===== config.mk =====
export PLATFORM = sky130hd
export DESIGN_NAME = cswrs_top
export DESIGN_NICKNAME = d
export VERILOG_FILES = /design/src/pkg/cswrs_pkg.sv /design/src/pkg/cswrs_ctl_if.sv /design/src/rtl/cswrs_clock_switch.sv /design/src/rtl/cswrs_reset_seq.sv /design/src/rtl/cswrs_top.sv
export VERILOG_INCLUDE_DIRS = /design/src /design/src/pkg
export SDC_FILE = /design/constraint.sdc
export NUM_CORES = 1
export LEC_CHECK = 0
export BUFFER_PORTS_ARGS = -buffer_cell sky130_fd_sc_hd__buf_2
export CAP_MARGIN = 0
export CORE_ASPECT_RATIO = 0.6
export CORE_MARGIN = 3
export CORE_UTILIZATION = 45
export CTS_CLUSTER_DIAMETER = 40
export DETAILED_ROUTE_END_ITERATION = 12
export GPL_TIMING_DRIVEN = 0
export PLACE_DENSITY = 0.74
export SYNTH_ARGS = -nofsm -noshare
export SYNTH_HDL_FRONTEND = slang
export SYNTH_SLANG_ARGS = --single-unit

===== constraint.sdc =====
create_clock -name ref_clk -period 2.95 [get_ports ref_clk]
set_input_delay 0.295 -clock ref_clk [delete_from_list [all_inputs] [get_ports ref_clk]]
set_output_delay 0.295 -clock ref_clk [all_outputs]
set_load 0.01 [all_outputs]

===== src/pkg/cswrs_params.svh =====
// Constants for the clock switch and reset sequencer
// What this block does
// - Trim fast RC from ten-bit calibration value
// - Trim register resets to all ones
// - Factory calibration bytes are read-only
// - Stored low trim bits sit at 6:5
// - Long programming entry forces fast RC clock
// - Select bit clears fast flag, output high
// - Three wake cycles then wake flag set
// - Switch on wake edge, stop fast RC
// - Deselect enables fast RC, count eight cycles
// - Wake flag clears, fast flag after two
// - Switch on fast edge, stop wake RC
// - Fast RC stopped from wake switch until deselect
// - Wake RC on for wake halt entry
// - External clock keeps wake RC running
// - Crystal oscillators run through reset
// - Pin, detector, watchdog, opcode resets accepted
// - Reset pin held low during delay
// - Delay 4096 cycles, 256 for slow sources
// - Two cycles fetch vector at top
`ifndef CSWRS_PARAMS_SVH
`define CSWRS_PARAMS_SVH
`define CSWRS_ADDR_TRIM 4'h0
`define CSWRS_ADDR_SUPPLY 4'h1
`define CSWRS_ADDR_CLKSW 4'h2
`define CSWRS_ADDR_OPTION 4'h3
`define CSWRS_ADDR_CAL0 4'h4
`define CSWRS_ADDR_RSTSTAT 4'h8
`define CSWRS_TRIM_RESET 8'hff
`define CSWRS_TRIM_LO_POS 5
`define CSWRS_CLKSW_SEL_POS 0
`define CSWRS_CLKSW_FAST_POS 1
`define CSWRS_CLKSW_WAKE_POS 2
`define CSWRS_WAKE_WAIT 3
`define CSWRS_FAST_WAIT 8
`define CSWRS_FAST_FLAG_WAIT 2
`define CSWRS_DELAY_LONG 4096
`define CSWRS_DELAY_SHORT 256
`define CSWRS_FETCH_CYCLES 2
`define CSWRS_VECTOR_ADDR 16'hfffe
`endif


===== src/pkg/cswrs_pkg.sv =====
// Types for the clock switch and reset sequencer
package cswrs_pkg;
    typedef enum logic [2:0] {
        CSWRS_OPT_FAST_RC = 3'h0,
        CSWRS_OPT_WAKE_RC = 3'h1,
        CSWRS_OPT_EXT_CLK = 3'h2,
        CSWRS_OPT_XTAL_FAST = 3'h3,
        CSWRS_OPT_XTAL_SLOW = 3'h4
    } cswrs_clk_opt_t;

    typedef enum logic [3:0] {
        CSWRS_RS_IDLE = 4'b0001,
        CSWRS_RS_ACTIVE = 4'b0010,
        CSWRS_RS_DELAY = 4'b0100,
        CSWRS_RS_FETCH = 4'b1000
    } cswrs_rst_state_t;

    typedef enum logic [5:0] {
        CSWRS_CK_FAST = 6'b000001,
        CSWRS_CK_TO_WAKE = 6'b000010,
        CSWRS_CK_WAKE = 6'b000100,
        CSWRS_CK_FAST_CNT = 6'b001000,
        CSWRS_CK_WAKE_CLR = 6'b010000,
        CSWRS_CK_FAST_SET = 6'b100000
    } cswrs_ck_state_t;
endpackage : cswrs_pkg


===== src/pkg/cswrs_ctl_if.sv =====
// Control carrier between the sequencer top and its two leaves
interface cswrs_ctl_if;
    logic selWake;
    logic fastEdge;
    logic wakeEdge;
    logic fastActive;
    logic wakeActive;
    logic fastRun;
    logic wakeRun;
    logic useWake;
    logic [2:0] resetReq;
    logic resetBusy;
    logic slowSource;
    logic pinLow;
    logic fetchPhase;
    logic [15:0] fetchAddr;
    modport top (output selWake, fastEdge, wakeEdge, resetReq, slowSource,
        input fastActive, wakeActive, fastRun, wakeRun, useWake, resetBusy,
        pinLow, fetchPhase, fetchAddr);
    modport sw (input selWake, fastEdge, wakeEdge,
        output fastActive, wakeActive, fastRun, wakeRun, useWake);
    modport rs (input resetReq, slowSource,
        output resetBusy, pinLow, fetchPhase, fetchAddr);
endinterface : cswrs_ctl_if


===== src/rtl/cswrs_clock_switch.sv =====
// Handshake that moves the startup clock between fast RC and wake RC
`include "cswrs_params.svh"
module cswrs_clock_switch (
    input wire logic ref_clk,
    input wire logic srst,
    cswrs_ctl_if.sw ctl
);
    import cswrs_pkg::*;
    cswrs_ck_state_t state, next_state;
    logic [3:0] cnt, next_cnt;

    always_comb begin
        next_state = state;
        next_cnt = cnt;
        case (state)
            CSWRS_CK_FAST: begin
                next_cnt = 4'h0;
                if (ctl.selWake) begin
                    next_state = CSWRS_CK_TO_WAKE;
                end
            end
            CSWRS_CK_TO_WAKE: begin
                if (ctl.wakeEdge) begin
                    next_cnt = cnt + 4'h1;
                    if (cnt == 4'(`CSWRS_WAKE_WAIT - 1)) begin
                        next_state = CSWRS_CK_WAKE;
                        next_cnt = 4'h0;
                    end
                end
            end
            CSWRS_CK_WAKE: begin
                if (!ctl.selWake) begin
                    next_state = CSWRS_CK_FAST_CNT;
                end
            end
            CSWRS_CK_FAST_CNT: begin
                if (ctl.fastEdge) begin
                    next_cnt = cnt + 4'h1;
                    if (cnt == 4'(`CSWRS_FAST_WAIT - 1)) begin
                        next_state = CSWRS_CK_WAKE_CLR;
                        next_cnt = 4'h0;
                    end
                end
            end
            CSWRS_CK_WAKE_CLR: begin
                if (ctl.wakeEdge) begin
                    next_state = CSWRS_CK_FAST_SET;
                end
            end
            CSWRS_CK_FAST_SET: begin
                if (ctl.fastEdge) begin
                    next_cnt = cnt + 4'h1;
                    if (cnt == 4'(`CSWRS_FAST_FLAG_WAIT - 1)) begin
                        next_state = CSWRS_CK_FAST;
                        next_cnt = 4'h0;
                    end
                end
            end
            default: begin
                next_state = CSWRS_CK_FAST;
                next_cnt = 4'h0;
            end
        endcase
    end

    always_ff @(posedge ref_clk) begin
        if (srst) begin
            state <= CSWRS_CK_FAST;
            cnt <= 4'h0;
        end else begin
            state <= next_state;
            cnt <= next_cnt;
        end
    end

    assign ctl.fastActive = (state == CSWRS_CK_FAST);
    assign ctl.wakeActive = (state == CSWRS_CK_WAKE) || (state == CSWRS_CK_FAST_CNT);
    assign ctl.useWake = (state == CSWRS_CK_WAKE) || (state == CSWRS_CK_FAST_CNT)
        || (state == CSWRS_CK_WAKE_CLR);
    // Fast RC stops once the wake clock carries the core
    assign ctl.fastRun = !((state == CSWRS_CK_WAKE));
    assign ctl.wakeRun = (state != CSWRS_CK_FAST);

    fast_flag_a: assert property (@(posedge ref_clk) disable iff (srst)
        $rose(ctl.selWake) && state == CSWRS_CK_FAST |=> !ctl.fastActive)
        else $error("fast flag not cleared on select");
    wake_wait_a: assert property (@(posedge ref_clk) disable iff (srst)
        $rose(ctl.wakeActive) && $past(state) == CSWRS_CK_TO_WAKE
        |-> $past(ctl.wakeEdge))
        else $error("wake flag set without wake edge");
    fast_stop_a: assert property (@(posedge ref_clk) disable iff (srst)
        state == CSWRS_CK_WAKE |-> !ctl.fastRun)
        else $error("fast RC running while wake selected");
endmodule : cswrs_clock_switch


===== src/rtl/cswrs_reset_seq.sv =====
// Reset sequence: active phase, stabilisation delay, vector fetch
`include "cswrs_params.svh"
module cswrs_reset_seq (
    input wire logic ref_clk,
    input wire logic srst,
    cswrs_ctl_if.rs ctl
);
    import cswrs_pkg::*;
    cswrs_rst_state_t state, next_state;
    logic [12:0] cnt, next_cnt;
    logic [12:0] delayEnd;

    assign delayEnd = ctl.slowSource ? 13'(`CSWRS_DELAY_SHORT - 1)
        : 13'(`CSWRS_DELAY_LONG - 1);

    always_comb begin
        next_state = state;
        next_cnt = cnt;
        case (state)
            CSWRS_RS_IDLE: begin
                next_cnt = 13'h0;
                if (|ctl.resetReq) begin
                    next_state = CSWRS_RS_ACTIVE;
                end
            end
            CSWRS_RS_ACTIVE: begin
                next_cnt = 13'h0;
                if (!(|ctl.resetReq)) begin
                    next_state = CSWRS_RS_DELAY;
                end
            end
            CSWRS_RS_DELAY: begin
                next_cnt = cnt + 13'h1;
                if (|ctl.resetReq) begin
                    next_state = CSWRS_RS_ACTIVE;
                    next_cnt = 13'h0;
                end else if (cnt == delayEnd) begin
                    next_state = CSWRS_RS_FETCH;
                    next_cnt = 13'h0;
                end
            end
            CSWRS_RS_FETCH: begin
                next_cnt = cnt + 13'h1;
                if (|ctl.resetReq) begin
                    next_state = CSWRS_RS_ACTIVE;
                    next_cnt = 13'h0;
                end else if (cnt == 13'(`CSWRS_FETCH_CYCLES - 1)) begin
                    next_state = CSWRS_RS_IDLE;
                    next_cnt = 13'h0;
                end
            end
            default: begin
                next_state = CSWRS_RS_IDLE;
                next_cnt = 13'h0;
            end
        endcase
    end

    always_ff @(posedge ref_clk) begin
        if (srst) begin
            state <= CSWRS_RS_IDLE;
            cnt <= 13'h0;
        end else begin
            state <= next_state;
            cnt <= next_cnt;
        end
    end

    assign ctl.resetBusy = (state != CSWRS_RS_IDLE);
    assign ctl.pinLow = (state == CSWRS_RS_ACTIVE) || (state == CSWRS_RS_DELAY);
    assign ctl.fetchPhase = (state == CSWRS_RS_FETCH);
    assign ctl.fetchAddr = `CSWRS_VECTOR_ADDR + 16'(cnt[0]);

    // Separate delay count so the length check does not lean on cnt
    logic [12:0] delaySeen, next_delaySeen;

    always_comb begin
        next_delaySeen = 13'h0;
        if (state == CSWRS_RS_DELAY) begin
            next_delaySeen = delaySeen + 13'h1;
        end
    end

    always_ff @(posedge ref_clk) begin
        if (srst) begin
            delaySeen <= 13'h0;
        end else begin
            delaySeen <= next_delaySeen;
        end
    end

    pin_low_a: assert property (@(posedge ref_clk) disable iff (srst)
        $fell(ctl.pinLow) |-> ctl.fetchPhase)
        else $error("reset pin released before delay end");
    fetch_len_a: assert property (@(posedge ref_clk) disable iff (srst)
        $rose(ctl.fetchPhase) |-> ctl.fetchPhase[*2] ##1 (!ctl.fetchPhase))
        else $error("vector fetch not two cycles");
    delay_len_a: assert property (@(posedge ref_clk) disable iff (srst)
        $rose(ctl.fetchPhase) |-> delaySeen == (ctl.slowSource
        ? 13'(`CSWRS_DELAY_SHORT) : 13'(`CSWRS_DELAY_LONG)))
        else $error("stabilisation delay wrong length");
    count_start_a: assert property (@(posedge ref_clk) disable iff (srst)
        state == CSWRS_RS_ACTIVE |-> cnt == 13'h0)
        else $error("delay counted during active phase");
endmodule : cswrs_reset_seq


===== src/rtl/cswrs_top.sv =====
// Clock switch and reset sequencer with Avalon-MM register slave
//
// The register addresses and the Avalon-MM interface to the registers were chosen for this implementation.
`include "cswrs_params.svh"
module cswrs_top (
    input wire logic ref_clk,
    input wire logic srst,
    input wire logic [3:0] avs_address,
    input wire logic avs_read,
    input wire logic avs_write,
    input wire logic [31:0] avs_writedata,
    output logic [31:0] avs_readdata,
    output logic avs_waitrequest,
    input wire logic fastRcClk,
    input wire logic wakeRcClk,
    input wire logic resetPinIn,
    output logic resetPinOut,
    output logic resetPinOe,
    input wire logic lowVoltageReset,
    input wire logic watchdogReset,
    input wire logic illegalOpReset,
    input wire logic longProgEntry,
    input wire logic haltWakeEntry,
    input wire cswrs_pkg::cswrs_clk_opt_t startupClockOption,
    input wire logic [7:0] factoryCal [4],
    output logic [9:0] fastRcTrim,
    output logic fastRcEnable,
    output logic wakeRcEnable,
    output logic xtalEnable,
    output logic switchedClk,
    output logic cpuReset,
    output logic vectorFetch,
    output logic [15:0] vectorAddr
);
    import cswrs_pkg::*;

    cswrs_ctl_if ctl ();

    logic [7:0] rc_trim_register, next_rc_trim_register;
    logic [1:0] trimLow, next_trimLow;
    logic lowfreq_clock_select_bit, next_lowfreq_clock_select_bit;
    logic ackPending, next_ackPending;
    logic [31:0] readData, next_readData;
    logic [1:0] fastSync, wakeSync, pinSync, progSync, haltSync;
    logic [2:0] fastHist, wakeHist;
    logic [1:0] lvdSync, wdgSync, illSync;
    logic [1:0] optSel;
    logic [1:0] pinLowHist;

    // Two-stage synchronisers; second stage feeds the edge history
    always_ff @(posedge ref_clk) begin
        if (srst) begin
            fastSync <= 2'h0;
            wakeSync <= 2'h0;
            pinSync <= 2'h3;
            progSync <= 2'h0;
            haltSync <= 2'h0;
            lvdSync <= 2'h0;
            wdgSync <= 2'h0;
            illSync <= 2'h0;
            fastHist <= 3'h0;
            wakeHist <= 3'h0;
            pinLowHist <= 2'h0;
        end else begin
            fastSync <= {fastSync[0], fastRcClk};
            wakeSync <= {wakeSync[0], wakeRcClk};
            pinSync <= {pinSync[0], resetPinIn};
            progSync <= {progSync[0], longProgEntry};
            haltSync <= {haltSync[0], haltWakeEntry};
            lvdSync <= {lvdSync[0], lowVoltageReset};
            wdgSync <= {wdgSync[0], watchdogReset};
            illSync <= {illSync[0], illegalOpReset};
            fastHist <= {fastHist[1:0], fastSync[1]};
            wakeHist <= {wakeHist[1:0], wakeSync[1]};
            pinLowHist <= {pinLowHist[0], ctl.pinLow};
        end
    end

    function automatic logic risingEdge(input logic [2:0] hist);
        risingEdge = hist[1] && !hist[2];
    endfunction : risingEdge

    function automatic logic isSlowSource(input cswrs_clk_opt_t opt);
        isSlowSource = (opt == CSWRS_OPT_WAKE_RC) || (opt == CSWRS_OPT_XTAL_SLOW);
    endfunction : isSlowSource

    assign ctl.fastEdge = risingEdge(fastHist);
    assign ctl.wakeEdge = risingEdge(wakeHist);
    assign ctl.selWake = lowfreq_clock_select_bit;
    // Own pin drive is no fresh request; history covers the sync lag after release
    assign ctl.resetReq = {lvdSync[1], wdgSync[1] || illSync[1],
        !pinSync[1] && !ctl.pinLow && !(|pinLowHist)};
    // Long programming entry overrides the option to the fast RC
    assign ctl.slowSource = !progSync[1] && isSlowSource(startupClockOption);

    cswrs_clock_switch u_switch (
        .ref_clk(ref_clk),
        .srst(srst),
        .ctl(ctl.sw)
    );

    cswrs_reset_seq u_reset (
        .ref_clk(ref_clk),
        .srst(srst),
        .ctl(ctl.rs)
    );

    assign optSel = avs_address[1:0];

    always_comb begin
        next_rc_trim_register = rc_trim_register;
        next_trimLow = trimLow;
        next_lowfreq_clock_select_bit = lowfreq_clock_select_bit;
        next_ackPending = 1'b0;
        next_readData = readData;
        if ((avs_read || avs_write) && !ackPending) begin
            next_ackPending = 1'b1;
            next_readData = 32'h0;
            if (avs_write) begin
                case (avs_address)
                    `CSWRS_ADDR_TRIM: next_rc_trim_register = avs_writedata[7:0];
                    `CSWRS_ADDR_SUPPLY: begin
                        next_trimLow = avs_writedata[`CSWRS_TRIM_LO_POS +: 2];
                    end
                    `CSWRS_ADDR_CLKSW: begin
                        next_lowfreq_clock_select_bit = avs_writedata[`CSWRS_CLKSW_SEL_POS];
                    end
                    // Calibration bytes take no write at all
                    default: next_readData = 32'h0;
                endcase
            end else begin
                case (avs_address)
                    `CSWRS_ADDR_TRIM: next_readData = {24'h0, rc_trim_register};
                    `CSWRS_ADDR_SUPPLY: begin
                        next_readData = {25'h0, trimLow, 5'h0};
                    end
                    `CSWRS_ADDR_CLKSW: begin
                        next_readData = {29'h0, ctl.wakeActive, ctl.fastActive,
                            lowfreq_clock_select_bit};
                    end
                    `CSWRS_ADDR_OPTION: next_readData = {29'h0, startupClockOption};
                    `CSWRS_ADDR_RSTSTAT: begin
                        next_readData = {27'h0, ctl.fetchPhase, ctl.pinLow, ctl.resetReq};
                    end
                    default: begin
                        if (avs_address[3:2] == 2'h1) begin
                            next_readData = {24'h0, factoryCal[optSel]};
                        end else begin
                            next_readData = 32'h0;
                        end
                    end
                endcase
            end
        end
        // Reset sequence wipes the trim, so software must reload it
        if (ctl.resetBusy) begin
            next_rc_trim_register = `CSWRS_TRIM_RESET;
        end
    end

    always_ff @(posedge ref_clk) begin
        if (srst) begin
            rc_trim_register <= `CSWRS_TRIM_RESET;
            trimLow <= 2'h0;
            lowfreq_clock_select_bit <= 1'b0;
            ackPending <= 1'b0;
            readData <= 32'h0;
        end else begin
            rc_trim_register <= next_rc_trim_register;
            trimLow <= next_trimLow;
            lowfreq_clock_select_bit <= next_lowfreq_clock_select_bit;
            ackPending <= next_ackPending;
            readData <= next_readData;
        end
    end

    assign avs_waitrequest = !ackPending;
    assign avs_readdata = readData;
    assign fastRcTrim = {rc_trim_register, trimLow};
    assign fastRcEnable = ctl.fastRun || progSync[1];
    // Wake RC is forced on for external clock and for wake-halt entry
    assign wakeRcEnable = ctl.wakeRun || (startupClockOption == CSWRS_OPT_EXT_CLK)
        || haltSync[1];
    // Crystal never stops in reset: start-up time would be lost
    assign xtalEnable = (startupClockOption == CSWRS_OPT_XTAL_FAST)
        || (startupClockOption == CSWRS_OPT_XTAL_SLOW);
    // Held high between sources so no runt pulse leaks
    assign switchedClk = progSync[1] ? fastHist[1] : (ctl.useWake ? wakeHist[1]
        : (ctl.fastActive ? fastHist[1] : 1'b1));
    assign resetPinOut = 1'b0;
    assign resetPinOe = ctl.pinLow;
    assign cpuReset = ctl.resetBusy && !ctl.fetchPhase;
    assign vectorFetch = ctl.fetchPhase;
    assign vectorAddr = ctl.fetchAddr;

    trim_reset_a: assert property (@(posedge ref_clk) disable iff (srst)
        ctl.resetBusy |=> rc_trim_register == `CSWRS_TRIM_RESET)
        else $error("trim not restored on reset");
    wait_ack_a: assert property (@(posedge ref_clk) disable iff (srst)
        (avs_read || avs_write) |-> ##[0:1] !avs_waitrequest)
        else $error("bus answer late");
    prog_fast_a: assert property (@(posedge ref_clk) disable iff (srst)
        progSync[1] |-> fastRcEnable && !ctl.slowSource)
        else $error("fast RC not forced in programming entry");
    ext_wake_a: assert property (@(posedge ref_clk) disable iff (srst)
        startupClockOption == CSWRS_OPT_EXT_CLK |-> wakeRcEnable)
        else $error("wake RC off with external clock");
endmodule : cswrs_top


Word level (Yosys, flattened, before mapping)
Index checks and enable logic that the tools add are counted.
- flip-flop bits (word level): 95
- input bits: 83
- output and inout bits: 67
- logic and storage cells: 142
- $add $sub $neg: 3
- $lt $le $gt $ge: 1
- equal/unequal tests: 39
- mux-type cells: 40
- bitwise gates (word level): 2
- reductions and logical operators: 37
- operator list (kind ; count):
    2-to-1 mux 6 bit ; 9
    2-to-1 mux 13 bit ; 4
    2-to-1 mux 4 bit ; 12
    one-hot mux 8 bit (5 select lines) ; 1
    one-hot mux 6 bit (6 select lines) ; 1
    2-to-1 mux 8 bit ; 4
    one-hot mux 4 bit (4 select lines) ; 2
    one-hot mux 13 bit (2 select lines) ; 1
    binary-select mux 8 bit (select 2 bit) ; 1
    == test 4 x 2 -> 1 bit (second input constant) ; 4
    adder 13 x 1 -> 13 bit (second input constant) ; 1
    == test 13 x 1 -> 1 bit (second input constant) ; 1
    == test 13 bit ; 1
    == test 4 x 1 -> 1 bit (second input constant) ; 3
    2-to-1 mux 12 bit ; 1
    != test 2 bit (second input constant) ; 6
    logical OR 1 bit ; 10
    != test 2 x 1 -> 1 bit (second input constant) ; 5
    zero test 1 bit ; 9
    AND reduction 3 bit ; 3
    AND reduction 9 bit ; 1
    == test 4 x 3 -> 1 bit (second input constant) ; 2
    == test 4 bit (second input constant) ; 2
    AND reduction 4 bit ; 2
    23 further kinds ; 36

Depth between registers and ports, before layout
- depth after elaboration: 8
- depth in mapped cells: 8
- mapped depth without buffers: 7

By module
From an unflattened synthesis, not the netlist that was laid out.
- cell total of the unflattened synthesis: 448
- area, all modules: 3868.7 um2
- modules (own cells, without submodules) (module ; instances ; cells an instance ; area an instance (um2) ; seq. area each (um2)):
    cswrs_top ; 1 ; 239 ; 2158.3 ; 880.8
    cswrs_reset_seq ; 1 ; 124 ; 1024.7 ; 340.3
    cswrs_clock_switch ; 1 ; 85 ; 685.7 ; 200.2

Worst setup path after synthesis
Ideal clock, no wire load.
- kind: flip-flop to flip-flop
- from: register u_reset.cnt[0]
- to: register u_reset.cnt[10]
- setup time: 130 ps
- data arrival time: 1916 ps
- required time: 2820 ps
- slack: 904 ps
- stages on the path, launching flop included: 8
- path buffers: 1
- clock period less this slack: 2046 ps
- path through: dfxtp_1 -> ha_1 -> or3b_2 -> or4_4 -> and4_4 -> a21oi_4 -> buf_6 -> nor3_1
- longest elaborated chain between the ends: 4
- elaborated cells on any way between the ends: 8
- those cells by class: add/sub (1); eq/ne (2); mux (5)
- ends and longest elaborated chain (element ; line ; text):
    start: declaration ; cswrs_reset_seq.sv:10 ; logic [12:0] cnt, next_cnt;
    start signal: assignment ; cswrs_reset_seq.sv:65 ; cnt <= next_cnt;
    adder 13 x 1 -> 13 bit (tied with other cells) ; cswrs_reset_seq.sv:33, cswrs_reset_seq.sv:43 ;
    2-to-1 mux 13 bit (on tied branches) ; cswrs_reset_seq.sv:47, cswrs_reset_seq.sv:37 ;
    2-to-1 mux 13 bit (on tied branches) ; cswrs_reset_seq.sv:44, cswrs_reset_seq.sv:34 ;
    one-hot mux 13 bit (2 select lines) (*) ; cswrs_reset_seq.sv:19 ; case (state)
Mark *: on every way between the ends. The rest lies on a longest branch, timed or not.
A chain may end at the register's enable or synchronous reset.

Final worst setup path
- from: register u_reset.state[3]
- to: register u_reset.cnt[6]
- longest elaborated chain between the ends: 8
- elaborated cells on any way between the ends: 11
- those cells by class: eq/ne (3); mux (3); reduce/logical (5)
- ends and longest elaborated chain (element ; line ; text):
    start: declaration ; cswrs_reset_seq.sv:9 ; cswrs_rst_state_t state, next_state;
    start signal: assignment ; cswrs_reset_seq.sv:64 ; state <= next_state;
    == test 4 x 2 -> 1 bit or == test 4 x 3 -> 1 bit (tied branches) ; cswrs_reset_seq.sv:70, cswrs_reset_seq.sv:19 ;
    logical OR 1 bit ; cswrs_reset_seq.sv:70 ; assign ctl.pinLow = (state == CSWRS_RS_ACTIVE) || (state == CSWRS_RS_DELAY);
    zero test 1 bit ; cswrs_top.sv:92 ; !pinSync[1] && !ctl.pinLow && !(|pinLowHist)};
    logical AND 1 bit (2 in series) ; cswrs_top.sv:92 ;
    OR reduction 3 bit ; cswrs_reset_seq.sv:34, cswrs_reset_seq.sv:44 ;
    2-to-1 mux 13 bit (on tied branches) ; cswrs_reset_seq.sv:44, cswrs_reset_seq.sv:34 ;
    one-hot mux 13 bit (2 select lines) (*) ; cswrs_reset_seq.sv:19 ;
Marks and branches as above.

==> flow_summary.ini <==
[critical_path]
cp_max_fo = 10
setup.worst_path.start_class = register
critPathKind = reg -> reg
critPathTopFamily = simple AND/OR/NAND/NOR gates
max_stage_delay_ns = 0.92
cp_cell_sequence = buf_2 > nor4b_1 > and4_4 > a21oi_4 > buf_6 > nor3_1
crit_arrival_ns = 2.60
endpoint_kind = register
crit_required_ns = 3.21
crit_slowest_cell = nor4b_1
crit_path_start = u_reset.state[3]
cp_num_buf_inv = 2
crit-reg2reg-launch = u_reset.state[3]

[detailed_routing]
wl_per_cell_um = 14.89
viasPerCell = 5.243
drc_errors = 0
drtIter0Drc = 296
ant_nets = 0
drtPass1Iterations = 5
via_count = 3691
wl_um = 10480

[floorplan]
placementRows = 25
pin_count = 150
die_area_um2 = 10050
coreArea_um2 = 8227
die_w_um = 127.4
start_util_pct = 48.38
die_h_um = 78.85

[layout]
drive_above_1_share_pct = 28.69
final_cells = 704
fill_cells = 737
post-route-util_pct = 60.68
syn_to_final_growth_pct = 25.43
finalNetCount = 679
diodes = 0

[synth]
ys_seq_elements = 71
synth_top_flop_cell = dfxtp_1
synthCells = 460
synthArstFlopShare_pct = 0
avgSynthCellArea_um2 = 8.652
synth_area_um2 = 3980
ys_seq_area_share_pct = 35.71
yosysWarnings = 0
synth-edff-count = 0
synth_cell_types = 63

[timing]
fin_skew_ns = 0.004010
final_hold_viol_count = 0
drv_slew = 0
finalHoldWorstSlack_ns = 0.1379
layout_min_cycle_time_ns = 2.342
tns_ns = 0
worstMarginPinSlew_ns = 1.120
finalSetupViolCount = 0
final.period_utilization_pct = 79.39
fmax_mhz = 427.0
rsz0062_at_grt = no
slew_headroom_pct = 24.27

[global_route]
grt_pass1_vias = 3389
grt_start_max_net_pins = 13
antenna_found_initial = 0
grt_overflow = 0
grt_pass1_wl_um = 16470
grt_use_total_pct = 20.85

[power]
power_w = 0.002829
p_comb_share_pct = 21.9
swShare_pct = 28.04
internal-power_w = 0.002035
cellPowerDensity_nw_per_um2 = 566.6
p_sw_w = 0.0007932
ir_worst_vdd_mv = 0.2920
share_seq_of_total_power_pct = 36.7
p_clk_share_pct = 41.4
p_leak_nw = 2.190

[clock_network]
cts_buffer_depth = 2
cts-buffers-inserted = 9
cts_tree = built
clkLatencyLatePin_ns = 0.34
ctsResizeCount = 0
clk_pin_slew_ns = 0.05
cts.sinks = 71
root_buffer = clkbuf_16
htreeDepth = 3
cts_setup_buffers = 0
cts_hold_buf = 0

[place]
dp.cells = 688
io_buffer_count = 82
place_congestion = 0.8747
hpwl_um = 7936

[worst_hold_path]
min-delay-start = resetPinIn
hold_path_class = in -> reg

[run_status]
status = completed

[flow_run]
maxCapViolCount = 0
cells in the final DEF, fill, tap and decap left out, types with 9 or more instances in the layout:
cell / count
a21oi_1: 20
dfxtp_1: 71
xor2_1: 10
clkbuf_16: 9
inv_1: 9
xnor2_1: 10
nor2b_1: 27
nor2_1: 31
nor3_1: 24
nand2_1: 39
clkbuf_1: 16
nand3_1: 23
buf_4: 41
buf_2: 90
conb_1: 40
state kept, by name, indices dropped and copies added, names as in the netlist, 3 cells and up:
name and flops:
fastHist 3, u_reset.state 4, avs_readdata 8, u_switch.cnt 4
wakeHist 3, u_reset.cnt 13, u_switch.state 6, rc_trim_register 8
synth_stat cells (9+ instances only):
cell type | count | area (µm²)
a21oi_1 | 20 | 100.1
dfxtp_1 | 71 | 1421
buf_4 | 41 | 307.8
xor2_1 | 10 | 87.58
xnor2_1 | 10 | 87.58
nor2b_1 | 27 | 168.9
nor3_1 | 24 | 120.1
nand3_1 | 23 | 115.1
nor2_1 | 31 | 116.4
inv_1 | 9 | 33.78
nand2_1 | 39 | 146.4
clkbuf_1 | 15 | 56.30
logic make-up (layout without fill, tap and decap cells):
group                      count (synthesis)  after routing  share of synthesized area [%]
and+or+nand+nor                          199            199                          27.41
buffers and inverters                     77            175                          11.98
DFF                                       71             71                          35.71
AOI/OAI and AO/OA                         70             70                          12.17
xor gates and xnor gates                  20             20                          4.401
muxes                                     16             16                          6.570
adders and majority gates                  5              5                          1.572
other                                      2             40                         0.1887
per-layer routing:
layer  wire length, µm  track usage [%]  vias to the layer above
met5                 0                0                        -
met4               219            8.030                        0
met3               908            6.250                       20
met2              4492            31.90                      169
met1              4859            27.73                     1691
li1                  -                -                     1811
final timing paths:
| check | end | slack (ns) | depth (start not counted) |
|---|---|---|---|
| max | u_reset.cnt[6] | 0.61 | 6 |
| min | pinSync[0] | 0.14 | 2 |
| max reg2reg | u_reset.cnt[6] | 0.61 | 6 |
| min reg2reg | pinSync[1] | 0.41 | 1 |
per-stage QoR:
step | cell area (µm²) | setup WS (ns)
global placement | 4668 | 0.7127
global route | 4992 | 0.3639
detailed placement | 4668 | 0.5549
finish | 4992 | 0.6079
CTS | 4992 | 0.6400
floorplan | 4123 | 0.9040
final cells by class:
type | count | area (µm²) | share of cell area [%]
plain buffers | 68 | 442.9 | 8.872
clock buffers | 11 | 242.7 | 4.862
repair buffers | 82 | 410.4 | 8.221
flip-flops and latches | 71 | 1421 | 28.47
well taps | 108 | 135.1 | 2.707
inverters | 9 | 33.78 | 0.6767
clock inverters | 5 | 81.33 | 1.629
multi-input cells | 350 | 2225 | 44.56
power by group through the flow:
stage                     sequential [W]  combinational (W)  clock [W]
after floorplan                  0.00105           0.000443          0
after global routing             0.00104           0.000684    0.00124
after detailed placement         0.00106           0.000606          0
after CTS                        0.00104           0.000610    0.00119
final                            0.00104           0.000619    0.00117
after global placement           0.00106           0.000600          0
Power figures use the tool's default switching activity.
